<file path="config.mk">
export PLATFORM = sky130hd
export DESIGN_NAME = axis_sequencer_angle_gain
export DESIGN_NICKNAME = d
export VERILOG_FILES = /design/src/seq_angle_pkg.sv /design/src/axis_sequencer_angle_gain.sv
export SDC_FILE = /design/constraint.sdc
export NUM_CORES = 2
export LEC_CHECK = 0
export ABC_CLOCK_PERIOD_IN_PS = 37700
export BUFFER_PORTS_ARGS = -buffer_cell sky130_fd_sc_hd__buf_2
export CAP_MARGIN = 20
export CORE_MARGIN = 5
export CORE_UTILIZATION = 55
export CTS_CLUSTER_SIZE = 10
export DETAILED_ROUTE_END_ITERATION = 12
export PLACE_DENSITY = 0.82
export SYNTH_ARGS = -nofsm -noshare
export SYNTH_HDL_FRONTEND = slang
export SYNTH_SLANG_ARGS = --single-unit
export TNS_END_PERCENT = 100
</file>
<file path="constraint.sdc">
create_clock -name clk -period 37.7 [get_ports clk]
set_input_delay 0 -clock clk [delete_from_list [all_inputs] [get_ports clk]]
set_output_delay 0 -clock clk [all_outputs]
set_load 0.005 [all_outputs]
</file>
<file path="src/seq_angle_pkg.sv">
/*
 * Constants, register map and types for the axis sequencer and angle unit.
 * Assumes a 50 MHz system clock and 32-bit Avalon-MM register access.
 */
package seq_angle_pkg;

    // ************************************************************
    // Timing
    // ************************************************************
    localparam int CLK_PERIOD_NS = 20;
    localparam int SLOT_TIME_NS = 50000;
    localparam int SLOT_CYCLES_INT = (SLOT_TIME_NS + CLK_PERIOD_NS - 1) / CLK_PERIOD_NS;
    localparam logic [11:0] SLOT_LAST = 12'(SLOT_CYCLES_INT - 1);

    // ************************************************************
    // Register byte offsets
    // ************************************************************
    localparam logic [5:0] ADDR_CTRL = 6'h00;
    localparam logic [5:0] ADDR_GAIN = 6'h04;
    localparam logic [5:0] ADDR_STATUS = 6'h08;
    localparam logic [5:0] ADDR_IRQ_STAT = 6'h0C;
    localparam logic [5:0] ADDR_IRQ_MASK = 6'h10;
    localparam logic [5:0] ADDR_X_RES = 6'h14;
    localparam logic [5:0] ADDR_Y_RES = 6'h18;
    localparam logic [5:0] ADDR_Z_RES = 6'h1C;
    localparam logic [5:0] ADDR_ANGLE = 6'h20;

    // ************************************************************
    // Field positions
    // ************************************************************
    localparam int CTRL_SEQ_LSB = 0;
    localparam int CTRL_PAIR_LSB = 4;
    localparam int CTRL_CONT_BIT = 8;
    localparam int CTRL_START_BIT = 9;
    localparam int CTRL_NOTIFY_BIT = 10;
    localparam int GAIN_FRAC_LSB = 0;
    localparam int GAIN_TGT_LSB = 11;
    localparam int IRQ_DONE_BIT = 0;
    localparam int IRQ_LATE_BIT = 1;
    localparam int GAIN_SHIFT = 10;

    // ************************************************************
    // Codes
    // ************************************************************
    localparam logic [3:0] SEQ_XZX = 4'hD;
    localparam logic [3:0] SEQ_YZY = 4'hE;
    localparam logic [3:0] SEQ_PLAIN_MAX = 4'h7;
    localparam logic [1:0] AXIS_X = 2'h0;
    localparam logic [1:0] AXIS_Y = 2'h1;
    localparam logic [1:0] AXIS_Z = 2'h2;
    localparam logic [1:0] GAIN_NONE = 2'h0;
    localparam logic [1:0] GAIN_X = 2'h1;
    localparam logic [1:0] GAIN_Y = 2'h2;
    localparam logic [1:0] PAIR_NONE = 2'h0;
    localparam logic [1:0] PAIR_XY = 2'h1;
    localparam logic [1:0] PAIR_YZ = 2'h2;
    localparam logic [1:0] PAIR_XZ = 2'h3;
    localparam logic [15:0] HALF_TURN = 16'h8000;
    localparam logic [3:0] CORDIC_LAST = 4'hD;
    localparam logic [31:0] RESET_WORD = 32'h0000_0000;

    // Arctangent of 2^-i, full turn = 65536
    localparam logic [15:0] ATAN_LUT [14] = '{
        16'h2000, 16'h12E4, 16'h09FB, 16'h0511, 16'h028B, 16'h0146, 16'h00A3,
        16'h0051, 16'h0029, 16'h0014, 16'h000A, 16'h0005, 16'h0003, 16'h0001
    };

    typedef enum logic [2:0] {
        ST_IDLE = 3'b000,
        ST_RUN = 3'b001,
        ST_LOAD = 3'b010,
        ST_ROT = 3'b011,
        ST_DONE = 3'b100
    } seq_state_t;

endpackage : seq_angle_pkg

</file>
<file path="src/axis_sequencer_angle_gain.sv">
/*
 * Axis conversion sequencer with angle calculator and gain correction,
 * Avalon-MM register slave, sticky interrupts and a completion notify pin.
 * Assumes the analogue chain answers each conv_start with one adc_done
 * pulse inside the slot; all inputs are synchronous to clk.
 */
// Implementation choices: the register addresses and the Avalon-MM register port.
// How it works
// - Code 1101b converts X, then Z, then X again in back-to-back slots.
// - Fixed equal slots put Z completion exactly midway between both X completions.
// - Code 1110b runs the interleaved Y, Z, Y sequence.
// - Angle is computed from the axis pair chosen in the control register.
// - Angle result spans the full turn, 65536 codes per 360 degrees.
// - Gain fraction is unsigned, divided by 1024, multiplying the chosen axis at the angle input only.
// - Gain target 00b leaves all values uncorrected; fraction ignored.
// - Gain target 01b scales X, 10b scales Y.
// - Axis result registers change only at slot boundaries, not at adc_done.
// - Notify pin pulses once at sequence completion, after any angle calculation, when enabled.
`timescale 1ns/1ps
`default_nettype none

module axis_sequencer_angle_gain
    import seq_angle_pkg::*;
(
    input wire logic clk,
    input wire logic srst,
    input wire logic [5:0] avs_address,
    input wire logic avs_read,
    input wire logic avs_write,
    input wire logic [31:0] avs_writedata,
    input wire logic [3:0] avs_byteenable,
    output logic [31:0] avs_readdata,
    output logic avs_waitrequest,
    output logic irq,
    output logic notify,
    output logic conv_start,
    output logic [1:0] conv_axis,
    input wire logic adc_done,
    input wire logic [15:0] adc_data
);

    typedef struct packed {
        logic [3:0] seq_sel;
        logic [1:0] angle_pair;
        logic cont;
        logic notify_en;
        logic [9:0] gain_frac;
        logic [1:0] gain_target;
        logic [1:0] irq_stat;
        logic [1:0] irq_mask;
        logic [15:0] x_res;
        logic [15:0] y_res;
        logic [15:0] z_res;
        logic [15:0] ang_res;
        logic [15:0] outer_first;
        logic [1:0] outer_axis;
        logic interleaved;
        seq_state_t st;
        logic [1:0] slot;
        logic [1:0] nslots;
        logic [5:0] list;
        logic [11:0] timer;
        logic got;
        logic [15:0] sample;
        logic signed [18:0] cx;
        logic signed [18:0] cy;
        logic [15:0] cz;
        logic [3:0] iter;
        logic waitreq;
        logic [31:0] rdata;
        logic irq;
        logic notify;
        logic conv_start;
        logic [1:0] conv_axis;
    } state_t;

    state_t s_q;
    state_t s_d;

    // ************************************************************
    // Helpers
    // ************************************************************
    // Returns {slot count, three 2-bit axis codes, slot 0 in low bits}
    function automatic logic [7:0] seq_decode(input logic [3:0] code);
        logic [5:0] l;
        logic [1:0] n;
        l = 6'h00;
        n = 2'h0;
        if (code == SEQ_XZX) begin
            l = {AXIS_X, AXIS_Z, AXIS_X};
            n = 2'h3;
        end else if (code == SEQ_YZY) begin
            l = {AXIS_Y, AXIS_Z, AXIS_Y};
            n = 2'h3;
        end else if (code <= SEQ_PLAIN_MAX) begin
            for (int i = 2; i >= 0; i--) begin
                if (code[i]) begin
                    l = {l[3:0], 2'(i)};
                    n = n + 2'h1;
                end
            end
        end
        return {n, l};
    endfunction : seq_decode

    function automatic logic [15:0] scale(input logic [15:0] v, input logic [9:0] frac);
        logic signed [26:0] p;
        p = $signed(v) * $signed({1'b0, frac});
        return p[25:10];
    endfunction : scale

    logic [7:0] dec;
    logic req;
    logic accept;
    logic [31:0] bem;
    logic [31:0] cur;
    logic [31:0] wmerged;
    logic [1:0] ev;
    logic [1:0] clr;
    logic [15:0] value;
    logic [1:0] axis_now;
    logic [15:0] ax_a;
    logic [15:0] ax_b;
    logic [1:0] sel_a;
    logic [1:0] sel_b;
    logic start_req;
    logic signed [18:0] sx;
    logic signed [18:0] sy;

    always_comb begin
        s_d = s_q;
        ev = 2'h0;
        clr = 2'h0;
        start_req = 1'b0;
        value = 16'h0000;
        ax_a = 16'h0000;
        ax_b = 16'h0000;
        sel_a = AXIS_X;
        sel_b = AXIS_Y;
        sx = 19'sd0;
        sy = 19'sd0;
        s_d.conv_start = 1'b0;
        s_d.notify = 1'b0;
        dec = seq_decode(s_q.seq_sel);
        axis_now = s_q.list[2 * s_q.slot +: 2];
        req = avs_read | avs_write;
        accept = req & ~s_q.waitreq;
        for (int i = 0; i < 4; i++) begin
            bem[8 * i +: 8] = {8{avs_byteenable[i]}};
        end

        // ************************************************************
        // Register bus
        // ************************************************************
        // One wait state: readdata is loaded as waitrequest drops
        unique case (avs_address)
            ADDR_CTRL: cur = 32'({s_q.notify_en, 1'b0, s_q.cont, 2'h0, s_q.angle_pair, s_q.seq_sel});
            ADDR_GAIN: cur = 32'({s_q.gain_target, 1'b0, s_q.gain_frac});
            ADDR_STATUS: cur = 32'(s_q.st != ST_IDLE);
            ADDR_IRQ_STAT: cur = 32'(s_q.irq_stat);
            ADDR_IRQ_MASK: cur = 32'(s_q.irq_mask);
            ADDR_X_RES: cur = 32'(s_q.x_res);
            ADDR_Y_RES: cur = 32'(s_q.y_res);
            ADDR_Z_RES: cur = 32'(s_q.z_res);
            ADDR_ANGLE: cur = 32'(s_q.ang_res);
            default: cur = RESET_WORD;
        endcase
        wmerged = (cur & ~bem) | (avs_writedata & bem);
        s_d.waitreq = ~(req & s_q.waitreq);
        if (req && s_q.waitreq) begin
            s_d.rdata = avs_read ? cur : RESET_WORD;
        end
        if (accept && avs_write) begin
            unique case (avs_address)
                ADDR_CTRL: begin
                    s_d.seq_sel = wmerged[CTRL_SEQ_LSB +: 4];
                    s_d.angle_pair = wmerged[CTRL_PAIR_LSB +: 2];
                    s_d.cont = wmerged[CTRL_CONT_BIT];
                    s_d.notify_en = wmerged[CTRL_NOTIFY_BIT];
                    start_req = wmerged[CTRL_START_BIT];
                end
                ADDR_GAIN: begin
                    s_d.gain_frac = wmerged[GAIN_FRAC_LSB +: 10];
                    s_d.gain_target = wmerged[GAIN_TGT_LSB +: 2];
                end
                ADDR_IRQ_STAT: clr = avs_byteenable[0] ? avs_writedata[1:0] : 2'h0;
                ADDR_IRQ_MASK: s_d.irq_mask = wmerged[1:0];
                default: ;
            endcase
        end

        // ************************************************************
        // Sequencer
        // ************************************************************
        unique case (s_q.st)
            ST_IDLE: begin
                // Only the sequence is sampled here; pair, gain and notify_en are read live, so mid-run changes apply to this run
                // Decode the code written with the start bit, not the old one
                dec = seq_decode(s_d.seq_sel);
                if ((start_req || s_q.cont) && dec[7:6] != 2'h0) begin
                    s_d.nslots = dec[7:6];
                    s_d.list = dec[5:0];
                    s_d.interleaved = (s_d.seq_sel == SEQ_XZX) || (s_d.seq_sel == SEQ_YZY);
                    s_d.outer_axis = dec[1:0];
                    s_d.slot = 2'h0;
                    s_d.timer = 12'h000;
                    s_d.got = 1'b0;
                    s_d.conv_start = 1'b1;
                    s_d.conv_axis = dec[1:0];
                    s_d.st = ST_RUN;
                end
            end
            ST_RUN: begin
                if (adc_done) begin
                    s_d.got = 1'b1;
                    s_d.sample = adc_data;
                end
                s_d.timer = s_q.timer + 12'h001;
                if (s_q.timer == SLOT_LAST) begin
                    // Commit on the slot boundary, not on adc_done, so that
                    // completions are evenly spaced whatever the ADC latency
                    value = adc_done ? adc_data : s_q.sample;
                    if (s_q.got || adc_done) begin
                        unique case (axis_now)
                            AXIS_X: s_d.x_res = value;
                            AXIS_Y: s_d.y_res = value;
                            default: s_d.z_res = value;
                        endcase
                        if (s_q.slot == 2'h0) begin
                            s_d.outer_first = value;
                        end
                    end else begin
                        ev[IRQ_LATE_BIT] = 1'b1;
                    end
                    if (s_q.slot == s_q.nslots - 2'h1) begin
                        s_d.st = (s_q.angle_pair != PAIR_NONE) ? ST_LOAD : ST_DONE;
                    end else begin
                        s_d.slot = s_q.slot + 2'h1;
                        s_d.timer = 12'h000;
                        s_d.got = 1'b0;
                        s_d.conv_start = 1'b1;
                        s_d.conv_axis = s_q.list[2 * (s_q.slot + 2'h1) +: 2];
                    end
                end
            end
            ST_LOAD: begin
                unique case (s_q.angle_pair)
                    PAIR_YZ: begin
                        sel_a = AXIS_Y;
                        sel_b = AXIS_Z;
                    end
                    PAIR_XZ: begin
                        sel_a = AXIS_X;
                        sel_b = AXIS_Z;
                    end
                    default: begin
                        sel_a = AXIS_X;
                        sel_b = AXIS_Y;
                    end
                endcase
                ax_a = (sel_a == AXIS_X) ? s_q.x_res : s_q.y_res;
                ax_b = (sel_b == AXIS_Z) ? s_q.z_res : s_q.y_res;
                // Outer axis of an interleaved run uses the mean of its two samples
                if (s_q.interleaved && sel_a == s_q.outer_axis) begin
                    ax_a = 16'((19'($signed(s_q.outer_first)) + 19'($signed(ax_a))) >>> 1);
                end
                if (s_q.interleaved && sel_b == s_q.outer_axis) begin
                    ax_b = 16'((19'($signed(s_q.outer_first)) + 19'($signed(ax_b))) >>> 1);
                end
                // Stored results stay raw; only the angle input is corrected
                if (s_q.gain_target == GAIN_X && sel_a == AXIS_X) begin
                    ax_a = scale(ax_a, s_q.gain_frac);
                end
                if (s_q.gain_target == GAIN_Y) begin
                    if (sel_a == AXIS_Y) begin
                        ax_a = scale(ax_a, s_q.gain_frac);
                    end else if (sel_b == AXIS_Y) begin
                        ax_b = scale(ax_b, s_q.gain_frac);
                    end
                end
                sx = 19'($signed(ax_a));
                sy = 19'($signed(ax_b));
                // Left half-plane is rotated by half a turn first
                if (sx < 0) begin
                    s_d.cx = -sx;
                    s_d.cy = -sy;
                    s_d.cz = HALF_TURN;
                end else begin
                    s_d.cx = sx;
                    s_d.cy = sy;
                    s_d.cz = 16'h0000;
                end
                s_d.iter = 4'h0;
                s_d.st = ST_ROT;
            end
            ST_ROT: begin
                if (s_q.cy >= 0) begin
                    s_d.cx = s_q.cx + (s_q.cy >>> s_q.iter);
                    s_d.cy = s_q.cy - (s_q.cx >>> s_q.iter);
                    s_d.cz = s_q.cz + ATAN_LUT[s_q.iter];
                end else begin
                    s_d.cx = s_q.cx - (s_q.cy >>> s_q.iter);
                    s_d.cy = s_q.cy + (s_q.cx >>> s_q.iter);
                    s_d.cz = s_q.cz - ATAN_LUT[s_q.iter];
                end
                s_d.iter = s_q.iter + 4'h1;
                if (s_q.iter == CORDIC_LAST) begin
                    s_d.ang_res = s_d.cz;
                    s_d.st = ST_DONE;
                end
            end
            ST_DONE: begin
                ev[IRQ_DONE_BIT] = 1'b1;
                s_d.notify = s_q.notify_en;
                s_d.st = ST_IDLE;
            end
            default: s_d.st = ST_IDLE;
        endcase

        // ************************************************************
        // Interrupts
        // ************************************************************
        // A new event wins over a clear in the same cycle
        s_d.irq_stat = (s_q.irq_stat & ~clr) | ev;
        s_d.irq = |(s_d.irq_stat & s_d.irq_mask);
    end

    always_ff @(posedge clk) begin
        if (srst) begin
            s_q <= '0;
            s_q.st <= ST_IDLE;
            s_q.waitreq <= 1'b1;
        end else begin
            s_q <= s_d;
        end
    end

    assign avs_readdata = s_q.rdata;
    assign avs_waitrequest = s_q.waitreq;
    assign irq = s_q.irq;
    assign notify = s_q.notify;
    assign conv_start = s_q.conv_start;
    assign conv_axis = s_q.conv_axis;

endmodule : axis_sequencer_angle_gain

`default_nettype wire

</file>
==> summary.md <==
| Metric | Value |
|---|---|
| Status | `complete, no violations` |
| Final WL | `99.6 mm` |
| Share of cells above drive strength 1 | `0.0688` |
| Fin Clk Skew | `0.00814 ns` |
| Crit Path Max Fanout | `23` |
| Die area | `71,000 um^2` |
| Min Tclk post-route | `16.68 ns` |
| Hold_sp | `avs_byteenable[1]` |
| GR Layer Usage met1 | `0.369` |
| CTS max path bufs | `3` |
| Req. time, crit path | `38.19 ns` |
| Largest cells by area after synthesis | `fa_1, dfxtp_1, ha_1` |
| Post-CTS setup buffers | `0` |
| First-pass GRT wire length | `162 mm` |
| CTS Buf Count | `27` |
| Post-Synth XOR/XNOR Area | `0.0426` |
| H-tree Lvls | `1` |
| Reg2reg start | `s_q[240]$_SDFFE_PP0P_` |
| Synthesized flop and latch total | `227` |
| Vias in the first global route | `31,605` |
| Leading area contributor after synthesis | `fa_1` |
| Met2 Track Usage GR | `0.464` |
| LEAKAGE | `0.0172 uW` |
| Fillers | `5,649` |
| Met3 Use GR | `0.0301` |
| Seq/Total Area, Yosys | `0.126` |
| Post-synthesis cell type count | `98` |
| Largest net degree at the start of global routing | `84` |
| Largest family of logic cells by synthesized area | `adder cells` |
| Syn avg cell area | `8.00 um^2` |
| Pre-antenna DRT Iters | `8` |
| Mux contribution to synthesized area | `0.0617` |
| Cell with the most instances after synthesis | `nand2_1` |
| Die H | `266 um` |
| Async SR Flop Fraction | `0` |
| Area grow syn2layout | `5.35%` |
| Worst-skew pair later-pin latency | `0.57 ns` |
| Mapped Area | `36,200 um^2` |
| Final worst-path cycle share | `0.442` |
| Worst reg2reg setup slack | `21.02 ns` |
| Synth Instances | `4,520` |
| Post-synth EDFFs | `0` |
| CP arrival | `17.17 ns` |
| Fmax | `0.0599 GHz` |
| Synth warn | `0` |
| Core Box Area | `65,500 um^2` |
| CTS Sinks | `227` |
| CP Launch Point | `s_q[240]$_SDFFE_PP0P_` |
| Synth top area share | `0.236` |
| Ant. Diodes | `0` |
| Drt initial violations | `3,042` |
| Top Usage Layer GRT | `met2` |
| Cell Rows | `94` |
| Vias per inst | `5.99` |
| CP max-delay cell | `a21oi_1` |
| Hold Fails Final Rpt | `0` |
| DRT antenna net count | `0` |
| CP Capture Type | `register` |
| Clk pin slew, worst setup/hold paths | `0.06 ns` |
| Initial antenna violation count | `1` |
| Pins Over Slew Limit | `0` |
| Type of the most critical hold path | `primary input to register` |
| CP most frequent cell | `fa_1` |
| CTS tree | `built` |
| Multi-input logic area | `28,300 um^2` |
| Dominant synthesized flop cell | `dfxtp_1` |
| Tot GR Track Use | `0.276` |
| DP HPWL | `74.5 mm` |
| Worst Hold Slack | `0.0381 ns` |
| Global route overflow | `0` |
| Port bufs | `63` |
| NumNets Final | `5,205` |
| Worst VDD drop | `35.3 uV` |
| Crit path kind | `register to register` |
| Synth Area in Adders | `0.327` |
| Worst-Margin Slew | `1.08 ns` |
| Starting Density | `0.552` |
| Via count | `31,880` |
| Slew headroom | `0.276` |
| Tot Pwr | `503 uW` |
| CP max stage delay | `0.86 ns` |
| Die width | `266 um` |
| Post-synth top cells | `nand2_1, inv_1, fa_1` |
| RSZ-0062 raised after global routing | `false` |
| Setup TNS | `0 ns` |
| Final setup vio count | `0` |
| Crit start category | `register` |
| Top Ports | `101` |
| # Max-Cap Violations | `0` |
| FF/Latch Area | `4560 um^2` |
| Resize count post-CTS | `0` |
| DR WL/cell | `18.7 um` |
| PD cells | `13.2 nW/um^2` |
| Compound-cell area share of the yosys netlist | `0.147` |
| Detailed-route DRC error count | `0` |
| Post-synthesis simple-gate area fraction | `0.202` |
| Clock root buffer | `clkbuf_16` |
| Final GP Congestion | `0.951` |
[what timing repair did]
action	CTS	global route
hold buffers	38	0
endpoints found under the setup margin	0	0
endpoints found under the hold margin	141	0
[stage by stage]
stage,util,cell area (um^2),std cells,setup WS (ns)
detailed placement,0.564,36900,5250,21.36
floorplan,-,36200,4535,24.16
global route,0.582,38100,5324,20.33
CTS,0.581,38100,5323,21.32
global placement,0.564,36900,5249,21.60
finish,0.582,38100,5324,21.02
[layer usage]
layer  routed length (um)  up-vias
met4                 3970        0
met3                 8300      242
met5                    0        -
met1                40600    15484
li1                     -    14726
met2                46800     1428
[report_power, final]
part           switching (uW)  total (uW)  internal, uW
Clock                     104         241           137
Sequential              0.124         240           240
Combinational            13.8        21.2          7.35
Total                     118         503           384
[placed cells by master, fill, tap and decap left out, types with 15 or more instances in the layout]
master	instances
nand2_1	655
xor2_1	58
a21o_1	48
buf_2	62
a21oi_1	271
a31oi_1	37
o21ai_0	146
o31ai_1	19
nand4_1	20
and2_1	249
or3_1	23
o211ai_1	29
nor4_1	20
ha_1	262
nand2b_1	26
dfxtp_1	218
o21bai_1	17
o21a_1	36
and3_1	38
fa_1	426
a211oi_1	34
nor3_1	75
mux2_2	64
nor2b_1	15
buf_4	66
xnor2_1	118
nor2_1	298
mux4_2	27
clkbuf_16	27
inv_1	580
nand3_1	74
mux2i_1	89
conb_1	16
a22oi_1	54
dlygate4sd3_1	38
[worst paths after layout]
| kind | cells after the start | to |
|---|---|---|
| setup / recovery | 50 | s_q[84]$_SDFFE_PP0P_ |
| hold reg to reg | 2 | s_q[96]$_SDFFE_PP0P_ |
| hold / removal | 5 | s_q[225]$_SDFFE_PP0P_ |
| setup reg to reg | 50 | s_q[84]$_SDFFE_PP0P_ |
[final cells by class]
class / count / share of cell area
multi-input cells: 3448 / 0.743
flip-flops and latches: 227 / 0.120
inverters: 582 / 0.0573
repair buffers: 168 / 0.0320
well taps: 864 / 0.0284
clock buffers: 32 / 0.0185
clock inverters: 3 / 0.00145
[cell families after synthesis]
| group | after synthesis |
|---|---|
| AOI/OAI and AO/OA | 830 |
| xor gates and xnor gates | 176 |
| adders and majority gates | 688 |
| buffers and inverters | 860 |
| DFF | 227 |
| muxes | 181 |
| other | 1 |
| and+or+nand+nor | 1557 |
[critical path: cells and delay by family (launching register included)]
kind                       cells  cell delay [ns]
xor gates and xnor gates       2             0.26
adders and majority gates     13             6.12
buffers and inverters          5             0.62
DFF                            1             0.46
AOI/OAI and AO/OA             19             5.74
and+or+nand+nor               11             3.38
[flip-flops by register name, indices dropped and copies added (netlist names)]
signal           cells
s_q                205
conv_axis            2
avs_waitrequest      1
conv_start           1
irq                  1
avs_readdata        16
notify               1
No activity file was read; power rests on OpenSTA's default activity.
